**src/hdl/hdlcam_pkg.sv**
```systemverilog
package hdlcam_pkg;

  ////////////////////////////////////////////////////////////////////////////
  // Bus geometry
  localparam int ADDR_W = 8;
  localparam int DATA_W = 32;
  localparam int IDX_W = 6;
  localparam int N_DLCI = 4;

  ////////////////////////////////////////////////////////////////////////////
  // Register indices; the byte address is four times the index
  localparam logic [IDX_W-1:0] IDX_CR_ENABLE = 6'h21;
  localparam logic [IDX_W-1:0] IDX_SAPI_PAT0 = 6'h22;
  localparam logic [IDX_W-1:0] IDX_TEI_PAT0 = 6'h23;
  localparam logic [IDX_W-1:0] IDX_SAPI_PAT1 = 6'h24;
  localparam logic [IDX_W-1:0] IDX_TEI_PAT1 = 6'h25;
  localparam logic [IDX_W-1:0] IDX_SAPI_PAT2 = 6'h26;
  localparam logic [IDX_W-1:0] IDX_TEI_PAT2 = 6'h27;
  localparam logic [IDX_W-1:0] IDX_SAPI_PAT3 = 6'h28;
  localparam logic [IDX_W-1:0] IDX_TEI_PAT3 = 6'h29;
  localparam logic [IDX_W-1:0] IDX_SAPI_WIDEN = 6'h2A;
  localparam logic [IDX_W-1:0] IDX_TEI_WIDEN = 6'h2B;
  localparam logic [IDX_W-1:0] IDX_STATUS = 6'h30;
  localparam logic [IDX_W-1:0] IDX_PAIR_STEP = 6'h02;

  ////////////////////////////////////////////////////////////////////////////
  // Field layout of the address octets and pattern registers
  localparam int SAPI_HI = 7;
  localparam int SAPI_LO = 2;
  localparam int CR_BIT = 1;
  localparam int EA_BIT = 0;
  localparam int TEI_HI = 7;
  localparam int TEI_LO = 1;
  localparam int MODE_W = 2;
  localparam int CRE_W = 4;

  ////////////////////////////////////////////////////////////////////////////
  // Reset values and special address values
  localparam logic [7:0] REG_RESET = 8'h00;
  localparam logic [5:0] SAPI_ZERO = 6'h00;
  localparam logic [5:0] SAPI_ALL_ONES = 6'h3F;
  localparam logic [6:0] TEI_BROADCAST = 7'h7F;

  ////////////////////////////////////////////////////////////////////////////
  // Widening modes
  localparam logic [1:0] SMODE_EXACT = 2'h0;
  localparam logic [1:0] SMODE_OR_ZERO = 2'h1;
  localparam logic [1:0] SMODE_OR_ALL = 2'h2;
  localparam logic [1:0] SMODE_ANY = 2'h3;
  localparam logic [1:0] TMODE_UNDEF = 2'h0;
  localparam logic [1:0] TMODE_EXACT = 2'h1;
  localparam logic [1:0] TMODE_OR_BCAST = 2'h2;
  localparam logic [1:0] TMODE_ANY = 2'h3;

  ////////////////////////////////////////////////////////////////////////////
  // Bus responses
  localparam logic [1:0] RESP_OKAY = 2'h0;
  localparam logic [1:0] RESP_SLVERR = 2'h2;

  // Address capture states
  typedef enum logic [1:0] {
    CAP_IDLE,
    CAP_WAIT_SAPI,
    CAP_WAIT_TEI
  } hdlcam_cap_state_type;

  // Byte address of a register index
  function automatic logic [ADDR_W-1:0] reg_addr(
    input logic [IDX_W-1:0] idx
  );
    return {idx, 2'h0};
  endfunction

endpackage

```
**src/hdl/hdlcam_regs.sv**
```systemverilog
// Operation
// - TEI pattern bits 7-1, extension bit 0
// - SAPI pattern 7-2, C/R 1, extension 0
// - Widening register, two bits per identifier
// - Mode 00: exact SAPI only
// - Mode 01: exact SAPI or zero
// - Mode 10: exact SAPI or 63
// - Mode 11: any SAPI matches
// - TEI mode: undefined, exact, +127, any
// - C/R compared only when enabled
//
// The implementer's own choice: the AXI4-Lite register port.
`timescale 1ns/10ps
module hdlcam_regs (
  // Clock and reset
  input wire logic aclk,
  input wire logic aresetn,
  // Write address channel
  input wire logic [hdlcam_pkg::ADDR_W-1:0] awaddr,
  input wire logic awvalid,
  output logic awready,
  // Write data channel
  input wire logic [hdlcam_pkg::DATA_W-1:0] wdata,
  input wire logic [3:0] wstrb,
  input wire logic wvalid,
  output logic wready,
  // Write response channel
  output logic [1:0] bresp,
  output logic bvalid,
  input wire logic bready,
  // Read address channel
  input wire logic [hdlcam_pkg::ADDR_W-1:0] araddr,
  input wire logic arvalid,
  output logic arready,
  // Read data channel
  output logic [hdlcam_pkg::DATA_W-1:0] rdata,
  output logic [1:0] rresp,
  output logic rvalid,
  input wire logic rready,
  // Receiver octet stream
  input wire logic rx_frame_start,
  input wire logic rx_octet_valid,
  input wire logic [7:0] rx_octet,
  // Recognition result
  output logic addr_checked,
  output logic addr_match,
  output logic [hdlcam_pkg::N_DLCI-1:0] addr_hit_dlci
);
  import hdlcam_pkg::*;

  ////////////////////////////////////////////////////////////////////////////
  // Register storage
  logic [7:0] sapi_pat [N_DLCI];
  logic [7:0] tei_pat [N_DLCI];
  logic [CRE_W-1:0] cr_enable;
  logic [7:0] sapi_widen;
  logic [7:0] tei_widen;
  logic last_match;

  // Write channel holding state
  logic aw_full;
  logic w_full;
  logic [ADDR_W-1:0] aw_addr_q;
  logic [7:0] w_data_q;
  logic w_lane0_q;
  logic next_aw_full;
  logic next_w_full;
  logic next_bvalid;
  logic next_rvalid;

  ////////////////////////////////////////////////////////////////////////////
  // Write and read handshake decode
  wire aw_take = awvalid && awready;
  wire w_take = wvalid && wready;
  wire do_write = aw_full && w_full && !bvalid;
  wire wr_en = do_write && w_lane0_q;
  wire b_done = bvalid && bready;
  wire ar_take = arvalid && arready;
  wire r_done = rvalid && rready;

  // Next state of the write channel flags and of rvalid
  assign next_aw_full = aw_take ? 1'b1 : (do_write ? 1'b0 : aw_full);
  assign next_w_full = w_take ? 1'b1 : (do_write ? 1'b0 : w_full);
  assign next_bvalid = do_write ? 1'b1 : (b_done ? 1'b0 : bvalid);
  assign next_rvalid = ar_take ? 1'b1 : (r_done ? 1'b0 : rvalid);

  // Register selects for the pending write
  logic [N_DLCI-1:0] sel_sapi;
  logic [N_DLCI-1:0] sel_tei;
  genvar gi;
  for (gi = 0; gi < N_DLCI; gi++) begin : g_sel
    assign sel_sapi[gi] = (aw_addr_q == reg_addr(IDX_SAPI_PAT0 +
      IDX_W'(gi * IDX_PAIR_STEP)));
    assign sel_tei[gi] = (aw_addr_q == reg_addr(IDX_TEI_PAT0 +
      IDX_W'(gi * IDX_PAIR_STEP)));
  end
  wire sel_cre = (aw_addr_q == reg_addr(IDX_CR_ENABLE));
  wire sel_swid = (aw_addr_q == reg_addr(IDX_SAPI_WIDEN));
  wire sel_twid = (aw_addr_q == reg_addr(IDX_TEI_WIDEN));
  wire sel_stat = (aw_addr_q == reg_addr(IDX_STATUS));
  wire wr_mapped = (|sel_sapi) || (|sel_tei) || sel_cre || sel_swid ||
    sel_twid || sel_stat;

  ////////////////////////////////////////////////////////////////////////////
  // Write channels: address and data taken in either order
  always_ff @(posedge aclk) begin
    if (!aresetn) begin
      aw_full <= 1'b0;
      w_full <= 1'b0;
      awready <= 1'b0;
      wready <= 1'b0;
      aw_addr_q <= '0;
      w_data_q <= REG_RESET;
      w_lane0_q <= 1'b0;
    end else begin
      aw_full <= next_aw_full;
      w_full <= next_w_full;
      awready <= !next_aw_full && !next_bvalid;
      wready <= !next_w_full && !next_bvalid;
      if (aw_take) aw_addr_q <= awaddr;
      if (w_take) begin
        w_data_q <= wdata[7:0];
        w_lane0_q <= wstrb[0];
      end
    end
  end

  // Write response, error for an unmapped address
  always_ff @(posedge aclk) begin
    if (!aresetn) begin
      bvalid <= 1'b0;
      bresp <= RESP_OKAY;
    end else begin
      bvalid <= next_bvalid;
      if (do_write) bresp <= wr_mapped ? RESP_OKAY : RESP_SLVERR;
    end
  end

  ////////////////////////////////////////////////////////////////////////////
  // Pattern registers, one pair per identifier
  for (gi = 0; gi < N_DLCI; gi++) begin : g_pat
    always_ff @(posedge aclk) begin
      if (!aresetn) begin
        sapi_pat[gi] <= REG_RESET;
        tei_pat[gi] <= REG_RESET;
      end else begin
        if (wr_en && sel_sapi[gi]) sapi_pat[gi] <= w_data_q;
        if (wr_en && sel_tei[gi]) tei_pat[gi] <= w_data_q;
      end
    end
  end

  // Widening and compare enable registers
  always_ff @(posedge aclk) begin
    if (!aresetn) begin
      sapi_widen <= REG_RESET;
      tei_widen <= REG_RESET;
      cr_enable <= '0;
    end else begin
      if (wr_en && sel_swid) sapi_widen <= w_data_q;
      if (wr_en && sel_twid) tei_widen <= w_data_q;
      if (wr_en && sel_cre) cr_enable <= w_data_q[CRE_W-1:0];
    end
  end

  ////////////////////////////////////////////////////////////////////////////
  // Read data selection
  logic [7:0] rd_byte;
  logic rd_mapped;
  always_comb begin
    rd_byte = REG_RESET;
    rd_mapped = 1'b1;
    case (araddr)
      reg_addr(IDX_CR_ENABLE): rd_byte = {4'h0, cr_enable};
      reg_addr(IDX_SAPI_PAT0): rd_byte = sapi_pat[0];
      reg_addr(IDX_TEI_PAT0): rd_byte = tei_pat[0];
      reg_addr(IDX_SAPI_PAT1): rd_byte = sapi_pat[1];
      reg_addr(IDX_TEI_PAT1): rd_byte = tei_pat[1];
      reg_addr(IDX_SAPI_PAT2): rd_byte = sapi_pat[2];
      reg_addr(IDX_TEI_PAT2): rd_byte = tei_pat[2];
      reg_addr(IDX_SAPI_PAT3): rd_byte = sapi_pat[3];
      reg_addr(IDX_TEI_PAT3): rd_byte = tei_pat[3];
      reg_addr(IDX_SAPI_WIDEN): rd_byte = sapi_widen;
      reg_addr(IDX_TEI_WIDEN): rd_byte = tei_widen;
      reg_addr(IDX_STATUS): rd_byte = {3'h0, last_match, addr_hit_dlci};
      default: rd_mapped = 1'b0;
    endcase
  end

  // Read channel, one read at a time
  always_ff @(posedge aclk) begin
    if (!aresetn) begin
      arready <= 1'b0;
      rvalid <= 1'b0;
      rdata <= '0;
      rresp <= RESP_OKAY;
    end else begin
      arready <= !next_rvalid;
      rvalid <= next_rvalid;
      if (ar_take) begin
        rdata <= {24'h0, rd_byte};
        rresp <= rd_mapped ? RESP_OKAY : RESP_SLVERR;
      end
    end
  end

  ////////////////////////////////////////////////////////////////////////////
  // Address octet capture
  logic [7:0] sapi_octet;
  logic [7:0] tei_octet;
  logic addr_ready;
  hdlcam_addr_capture u_capture (
    .aclk(aclk),
    .aresetn(aresetn),
    .rx_frame_start(rx_frame_start),
    .rx_octet_valid(rx_octet_valid),
    .rx_octet(rx_octet),
    .sapi_octet(sapi_octet),
    .tei_octet(tei_octet),
    .addr_ready(addr_ready)
  );

  // One comparator per connection identifier
  logic [N_DLCI-1:0] sapi_ok;
  logic [N_DLCI-1:0] tei_ok;
  logic [N_DLCI-1:0] hit;
  for (gi = 0; gi < N_DLCI; gi++) begin : g_cmp
    hdlcam_dlci_cmp u_cmp (
      .sapi_octet(sapi_octet),
      .tei_octet(tei_octet),
      .sapi_pat(sapi_pat[gi]),
      .tei_pat(tei_pat[gi]),
      .sapi_mode(sapi_widen[MODE_W*gi +: MODE_W]),
      .tei_mode(tei_widen[MODE_W*gi +: MODE_W]),
      .cr_enable(cr_enable[gi]),
      .sapi_ok(sapi_ok[gi]),
      .tei_ok(tei_ok[gi]),
      .hit(hit[gi])
    );
  end

  // Result of each captured address
  always_ff @(posedge aclk) begin
    if (!aresetn) begin
      addr_checked <= 1'b0;
      addr_match <= 1'b0;
      addr_hit_dlci <= '0;
      last_match <= 1'b0;
    end else begin
      addr_checked <= addr_ready;
      addr_match <= addr_ready && (|hit);
      if (addr_ready) begin
        addr_hit_dlci <= hit;
        last_match <= |hit;
      end
    end
  end

  ////////////////////////////////////////////////////////////////////////////
  // Checks
  wire [1:0] smode2 = sapi_widen[5:4];
  wire [5:0] rx_sapi = sapi_octet[SAPI_HI:SAPI_LO];

  tei_write_a: assert property (@(posedge aclk) disable iff (!aresetn)
    wr_en && sel_tei[1] |=> tei_pat[1] == $past(w_data_q))
    else $error("tei pattern write lost");
  sapi_write_a: assert property (@(posedge aclk) disable iff (!aresetn)
    wr_en && sel_sapi[2] |=> sapi_pat[2] == $past(w_data_q))
    else $error("sapi pattern write lost");
  widen_reset_a: assert property (@(posedge aclk)
    !aresetn |=> sapi_widen == REG_RESET)
    else $error("widening register not cleared by reset");
  exact_sapi_a: assert property (@(posedge aclk) disable iff (!aresetn)
    smode2 == SMODE_EXACT && sapi_ok[2] |->
      rx_sapi == sapi_pat[2][SAPI_HI:SAPI_LO])
    else $error("exact mode accepted another sapi");
  zero_sapi_a: assert property (@(posedge aclk) disable iff (!aresetn)
    smode2 == SMODE_OR_ZERO && rx_sapi == SAPI_ZERO && !cr_enable[2]
      |-> sapi_ok[2])
    else $error("sapi zero refused in mode 01");
  all_sapi_a: assert property (@(posedge aclk) disable iff (!aresetn)
    smode2 == SMODE_OR_ALL && rx_sapi == SAPI_ALL_ONES && !cr_enable[2]
      |-> sapi_ok[2])
    else $error("sapi 63 refused in mode 10");
  any_sapi_a: assert property (@(posedge aclk) disable iff (!aresetn)
    smode2 == SMODE_ANY |-> sapi_ok[2])
    else $error("any mode refused a sapi");
  tei_undef_a: assert property (@(posedge aclk) disable iff (!aresetn)
    tei_widen[5:4] == TMODE_UNDEF |-> !hit[2] && !tei_ok[2])
    else $error("undefined identifier hit");
  cr_ignore_a: assert property (@(posedge aclk) disable iff (!aresetn)
    cr_enable[2] && smode2 != SMODE_ANY && sapi_ok[2] |->
      sapi_octet[CR_BIT] == sapi_pat[2][CR_BIT])
    else $error("c/r mismatch accepted while enabled");
  match_out_a: assert property (@(posedge aclk) disable iff (!aresetn)
    addr_ready |=> addr_match == $past(|hit) && addr_checked)
    else $error("match result wrong");
  bvalid_hold_a: assert property (@(posedge aclk) disable iff (!aresetn)
    bvalid && !bready |=> bvalid && $stable(bresp))
    else $error("write response dropped");

  match_seen_c: cover property (@(posedge aclk) disable iff (!aresetn)
    addr_match);
  miss_seen_c: cover property (@(posedge aclk) disable iff (!aresetn)
    addr_checked && !addr_match);
  bcast_seen_c: cover property (@(posedge aclk) disable iff (!aresetn)
    addr_ready && hit[2] && tei_widen[5:4] == TMODE_OR_BCAST);
  bad_write_c: cover property (@(posedge aclk) disable iff (!aresetn)
    bvalid && bresp == RESP_SLVERR);

endmodule // hdlcam_regs

```
**src/hdl/hdlcam_addr_capture.sv**
```systemverilog
`timescale 1ns/10ps
module hdlcam_addr_capture (
  // Clock and reset
  input wire logic aclk,
  input wire logic aresetn,
  // Receiver octet stream
  input wire logic rx_frame_start,
  input wire logic rx_octet_valid,
  input wire logic [7:0] rx_octet,
  // Captured address
  output logic [7:0] sapi_octet,
  output logic [7:0] tei_octet,
  output logic addr_ready
);
  import hdlcam_pkg::*;

  hdlcam_cap_state_type state;
  hdlcam_cap_state_type next_state;
  wire take_sapi = rx_octet_valid && (state == CAP_WAIT_SAPI);
  wire take_tei = rx_octet_valid && (state == CAP_WAIT_TEI);

  // Walk through the two address octets of each frame
  always_comb begin
    next_state = state;
    case (state)
      CAP_IDLE: next_state = state;
      CAP_WAIT_SAPI: if (rx_octet_valid) next_state = CAP_WAIT_TEI;
      CAP_WAIT_TEI: if (rx_octet_valid) next_state = CAP_IDLE;
      default: next_state = CAP_IDLE;
    endcase
    if (rx_frame_start) next_state = CAP_WAIT_SAPI; // Restart wins
  end

  // Hold the octets until the next frame
  always_ff @(posedge aclk) begin
    if (!aresetn) begin
      state <= CAP_IDLE;
      sapi_octet <= REG_RESET;
      tei_octet <= REG_RESET;
      addr_ready <= 1'b0;
    end else begin
      state <= next_state;
      if (take_sapi) sapi_octet <= rx_octet;
      if (take_tei) tei_octet <= rx_octet;
      addr_ready <= take_tei && !rx_frame_start;
    end
  end

endmodule // hdlcam_addr_capture

```
**src/hdl/hdlcam_dlci_cmp.sv**
```systemverilog
`timescale 1ns/10ps
module hdlcam_dlci_cmp (
  // Received address
  input wire logic [7:0] sapi_octet,
  input wire logic [7:0] tei_octet,
  // Settings of one connection identifier
  input wire logic [7:0] sapi_pat,
  input wire logic [7:0] tei_pat,
  input wire logic [1:0] sapi_mode,
  input wire logic [1:0] tei_mode,
  input wire logic cr_enable,
  // Results
  output logic sapi_ok,
  output logic tei_ok,
  output logic hit
);
  import hdlcam_pkg::*;

  // Field slices
  wire [5:0] rx_sapi = sapi_octet[SAPI_HI:SAPI_LO];
  wire [6:0] rx_tei = tei_octet[TEI_HI:TEI_LO];
  wire cr_same = !cr_enable ||
    (sapi_octet[CR_BIT] == sapi_pat[CR_BIT]);
  wire sapi_eq = (rx_sapi == sapi_pat[SAPI_HI:SAPI_LO]) &&
    (sapi_octet[EA_BIT] == sapi_pat[EA_BIT]);
  wire tei_eq = (rx_tei == tei_pat[TEI_HI:TEI_LO]) &&
    (tei_octet[EA_BIT] == tei_pat[EA_BIT]);
  wire sapi_zero = (rx_sapi == SAPI_ZERO);
  wire sapi_all = (rx_sapi == SAPI_ALL_ONES);
  wire tei_bcast = (rx_tei == TEI_BROADCAST);

  // SAPI widening per mode
  always_comb begin
    case (sapi_mode)
      SMODE_EXACT: sapi_ok = sapi_eq && cr_same;
      SMODE_OR_ZERO: sapi_ok = (sapi_eq || sapi_zero) && cr_same;
      SMODE_OR_ALL: sapi_ok = (sapi_eq || sapi_all) && cr_same;
      SMODE_ANY: sapi_ok = 1'b1;
      default: sapi_ok = 1'b0;
    endcase
  end

  // TEI widening per mode
  always_comb begin
    case (tei_mode)
      TMODE_UNDEF: tei_ok = 1'b0;
      TMODE_EXACT: tei_ok = tei_eq;
      TMODE_OR_BCAST: tei_ok = tei_eq || tei_bcast;
      TMODE_ANY: tei_ok = 1'b1;
      default: tei_ok = 1'b0;
    endcase
  end

  // Identifier hit needs both halves
  assign hit = sapi_ok && tei_ok;

endmodule // hdlcam_dlci_cmp

```
**config.mk**
```make
export PLATFORM = sky130hd
export DESIGN_NAME = hdlcam_regs
export DESIGN_NICKNAME = d
export VERILOG_FILES = /design/src/hdl/hdlcam_pkg.sv /design/src/hdl/hdlcam_regs.sv /design/src/hdl/hdlcam_addr_capture.sv /design/src/hdl/hdlcam_dlci_cmp.sv
export SDC_FILE = /design/constraint.sdc
export NUM_CORES = 1
export LEC_CHECK = 0
export ABC_AREA = 1
export BUFFER_PORTS_ARGS = -buffer_cell sky130_fd_sc_hd__clkbuf_2
export CAP_MARGIN = 20
export CORE_UTILIZATION = 50
export CTS_BUF_LIST = sky130_fd_sc_hd__clkbuf_8
export DETAILED_ROUTE_END_ITERATION = 12
export PLACE_DENSITY = 0.72
export SLEW_MARGIN = 20
export SYNTH_ARGS = -nofsm -noshare
export SYNTH_HDL_FRONTEND = slang
export SYNTH_SLANG_ARGS = --single-unit
```
**constraint.sdc**
```tcl
create_clock -name aclk -period 3.6 [get_ports aclk]
set_input_delay 0.54 -clock aclk [delete_from_list [all_inputs] [get_ports aclk]]
set_output_delay 0.54 -clock aclk [all_outputs]
set_load 0.005 [all_outputs]
```
==> impl_metrics.csv <==
group,metric,value,unit
synthesis,yosysSeqAreaShare,47.1,%
worst_setup_path,path_class,"flop to flop",
synthesis,async_reset_ff_share,0,%
final_layout,layout_common_cells,"202 x nand2_1, 153 x nor2_1, 104 x inv_1",
clocking,numCtsBuffers,17,
synthesis,synth-seq-cells,144,
global_routing,use_met3,5.11,%
worst_setup_path,worst_path_most_repeated_cell,"nand2_1",
final_layout,syn2layout_area_growth,9.43,%
clocking,htreeDepth,4,
synthesis,synthTopCellsByArea,"edfxtp_1 26%, dfxtp_1 21%, nand2_1 10%",
routing,wl_per_cell,17.4,µm
global_routing,first_global_vias,5802,
timing,rsz0062_at_grt,"false",
clocking,root_buffer,"clkbuf_8",
worst_setup_path,path_max_fanout,8,
timing,relSlewSlack,47.7,%
synthesis,ys_warn_count,0,
placed_design,place_congestion,0.951,
floorplan,io-pin-count,116,
synthesis,synth_area,0.00748,mm²
hold_path,hold_path_class,"primary input to flop",
clocking,cts.clk_slew.worst_paths,0.08,ns
worst_setup_path,required,3.73,ns
final_layout,diodes,0,
worst_setup_path,crit_family,"simple AND/OR/NAND/NOR gates",
timing,finalHoldViolCount,0,
clocking,cts_setup_buffers,0,
routing,routed_wl,21000,µm
pwr,p_leak,3.44,nW
floorplan,dieArea,0.0155,mm²
clocking,cts_resized,0,
global_routing,grt_usage,28.0,%
worst_setup_path,critPathCaptureType,"flop",
worst_setup_path,cp_slowest_cell,"nor4_2",
synthesis,postSynthAreaPerCell,7.76,µm²
clocking,clk_latency,0.47,ns
run_status,status,"complete, no violations",
clocking,cts_tree,"done",
timing,finalMaxSlewViolations,0,
clocking,cts_hold_buf,0,
timing,setup_viol,0,
worst_setup_path,arrival,2.15,ns
final_layout,layout_commonest_cell,"nand2_1",
floorplan,core-area,0.0146,mm²
timing,min_period_over_period,56.2,%
placed_design,post-dp-hpwl,15800,µm
routing,drtAntennaViolNets,0,
final_layout,drive_above_1_share,11.3,%
global_routing,grt_pass1_wl,32500,µm
synthesis,synth_cell_types,37,
routing,drc,0,
floorplan,die-height,124,µm
worst_setup_path,startpoint_type,"flop",
timing,max_freq,0.495,GHz
final_layout,seqCellArea,0.00352,mm²
run,drv_cap,0,
global_routing,busiest_layer,"met2",
clocking,cts.sinks,144,
routing,num_vias,6448,
worst_setup_path,path_cells,"nor4_2 > inv_1 > nor2_1 > nand2_1 > nand2_1",
timing,tightest_slew,0.780,ns
global_routing,grt_max_degree,56,
final_layout,layoutNonFillerInstCount,1208,
placed_design,io_buffers,62,
timing,finalCriticalPeriod,2.02,ns
placed_design,post-place-cells,1176,
clocking,cts_max_path_buffers,2,
pwr,vdd_drop_max,0.246,mV
worst_setup_path,max_stage_delay,0.41,ns
global_routing,grt.overflow.total,0,
floorplan,floorplan.initialDensity,51.3,%
synthesis,yosysTopAreaCell,"edfxtp_1",
final_layout,multiInputGateArea,0.00329,mm²
synthesis,synth.top_cell.area_share,25.7,%
global_routing,antenna_found_initial,0,
floorplan,rows,44,
global_routing,gr-usage-met1,36.9,%
timing,setup-tns-final,0,ns
floorplan,fp.dieW,124,µm
synthesis,synth_edf_count,64,
pwr,p_per_area,415,mW/mm²
routing,viasPerCell,5.34,
worst_setup_path,cp_num_buf_inv,1,
routing,drtIter0Drc,602,
final_layout,fillerInstances,1388,
synthesis,syn_inst,964,
routing,detailedRoute.firstPassIterationCount,8,
global_routing,grt_use_met2,45.1,%
final_layout,nets,1088,
synthesis,synth_top_flop_cell,"dfxtp_1",
timing,skew,0.00871,ns
[registers in the layout (all words and copies together) (netlist names), 2 cells and up]
| name | count |
|---|---|
| addr_hit_dlci | 4 |
| aw_addr_q | 8 |
| cr_enable | 4 |
| rdata | 8 |
| sapi_pat | 32 |
| sapi_widen | 8 |
| tei_pat | 32 |
| tei_widen | 8 |
| u_capture.sapi_octet | 8 |
| u_capture.state | 2 |
| u_capture.tei_octet | 8 |
| w_data_q | 8 |
[cell usage after synthesis, types with 13 or more instances]
master	count
nand2_1	202
nor2_1	153
inv_1	100
dfxtp_1	80
o21ai_0	68
edfxtp_1	64
a21oi_1	57
nand3_1	53
buf_4	27
clkbuf_1	19
xnor2_1	19
xor2_1	17
a211oi_1	13
o22ai_1	13
[path summary, 6_finish.rpt]
| check | start | endpoint | slack [ns] | cells past startpoint |
|---|---|---|---|---|
| hold / removal | awaddr[1] | aw_addr_q[1] | 0.31 | 3 |
| hold reg to reg | last_match | last_match | 0.46 | 2 |
| setup / recovery | aw_addr_q[4] | sapi_pat[3][4] | 1.58 | 5 |
| setup reg to reg | aw_addr_q[4] | sapi_pat[3][4] | 1.58 | 5 |
[final cells by class]
class                           instances  share of cell area [%]
Clock buffer                           23                    3.87
Sequential cell                       144                    43.0
Multi-Input combinational cell        677                    40.2
Inverter                              105                    4.82
Tap cell                              184                    2.81
Timing Repair Buffer                   66                    4.16
Clock inverter                          9                    1.13
[per-layer routing]
layer  wire length (µm)  vias to the layer above  part of all wire (%)
met3               1570                       43                   7.4
met1               8940                     2941                    42
met5                  0                        -                     0
li1                   -                     3178                     -
met2               9810                      286                    47
met4                730                        0                   3.5
[worst reg2reg max path, cell delays in order, from the launching register on]
cell and delay, ns:
dfxtp_1 0.35, nor4_2 0.41, inv_1 0.19, nor2_1 0.32
nand2_1 0.10, nand2_1 0.31
[cells by family after synthesis]
| kind of cell | after synthesis | synth area share [%] |
|---|---|---|
| xor gates and xnor gates | 36 | 4.22 |
| AOI/OAI and AO/OA | 160 | 11.9 |
| other | 1 | 0.0501 |
| and+or+nand+nor | 447 | 25.2 |
| buffers and inverters | 168 | 10.2 |
| DFF | 144 | 47.1 |
| adders and majority gates | 8 | 1.34 |
[through the flow]
stage / hold slack, ns / setup slack (ns) / cell area (µm²) / util [%] / total power [W]
after detailed placement: 0.451 / 1.43 / 7780 / 53.3 / 0.00211
after global routing: 0.335 / 1.39 / 8190 / 56.1 / 0.00351
after CTS: 0.311 / 1.58 / 8190 / 56.1 / 0.00340
after floorplan: 0.428 / 1.99 / 7570 / - / 0.00203
final: 0.313 / 1.58 / 8190 / 56.1 / 0.00340
after global placement: 0.445 / 1.43 / 7780 / 53.3 / 0.00211
[report_power, final]
| part | internal (W) | total, W | switching (W) |
|---|---|---|---|
| Clock | 0.000714 | 0.00131 | 0.000599 |
| Sequential | 0.00176 | 0.00181 | 0.0000505 |
| Combinational | 0.0000802 | 0.000276 | 0.000196 |
| Total | 0.00255 | 0.00340 | 0.000845 |
Power figures use the tool's default switching activity.
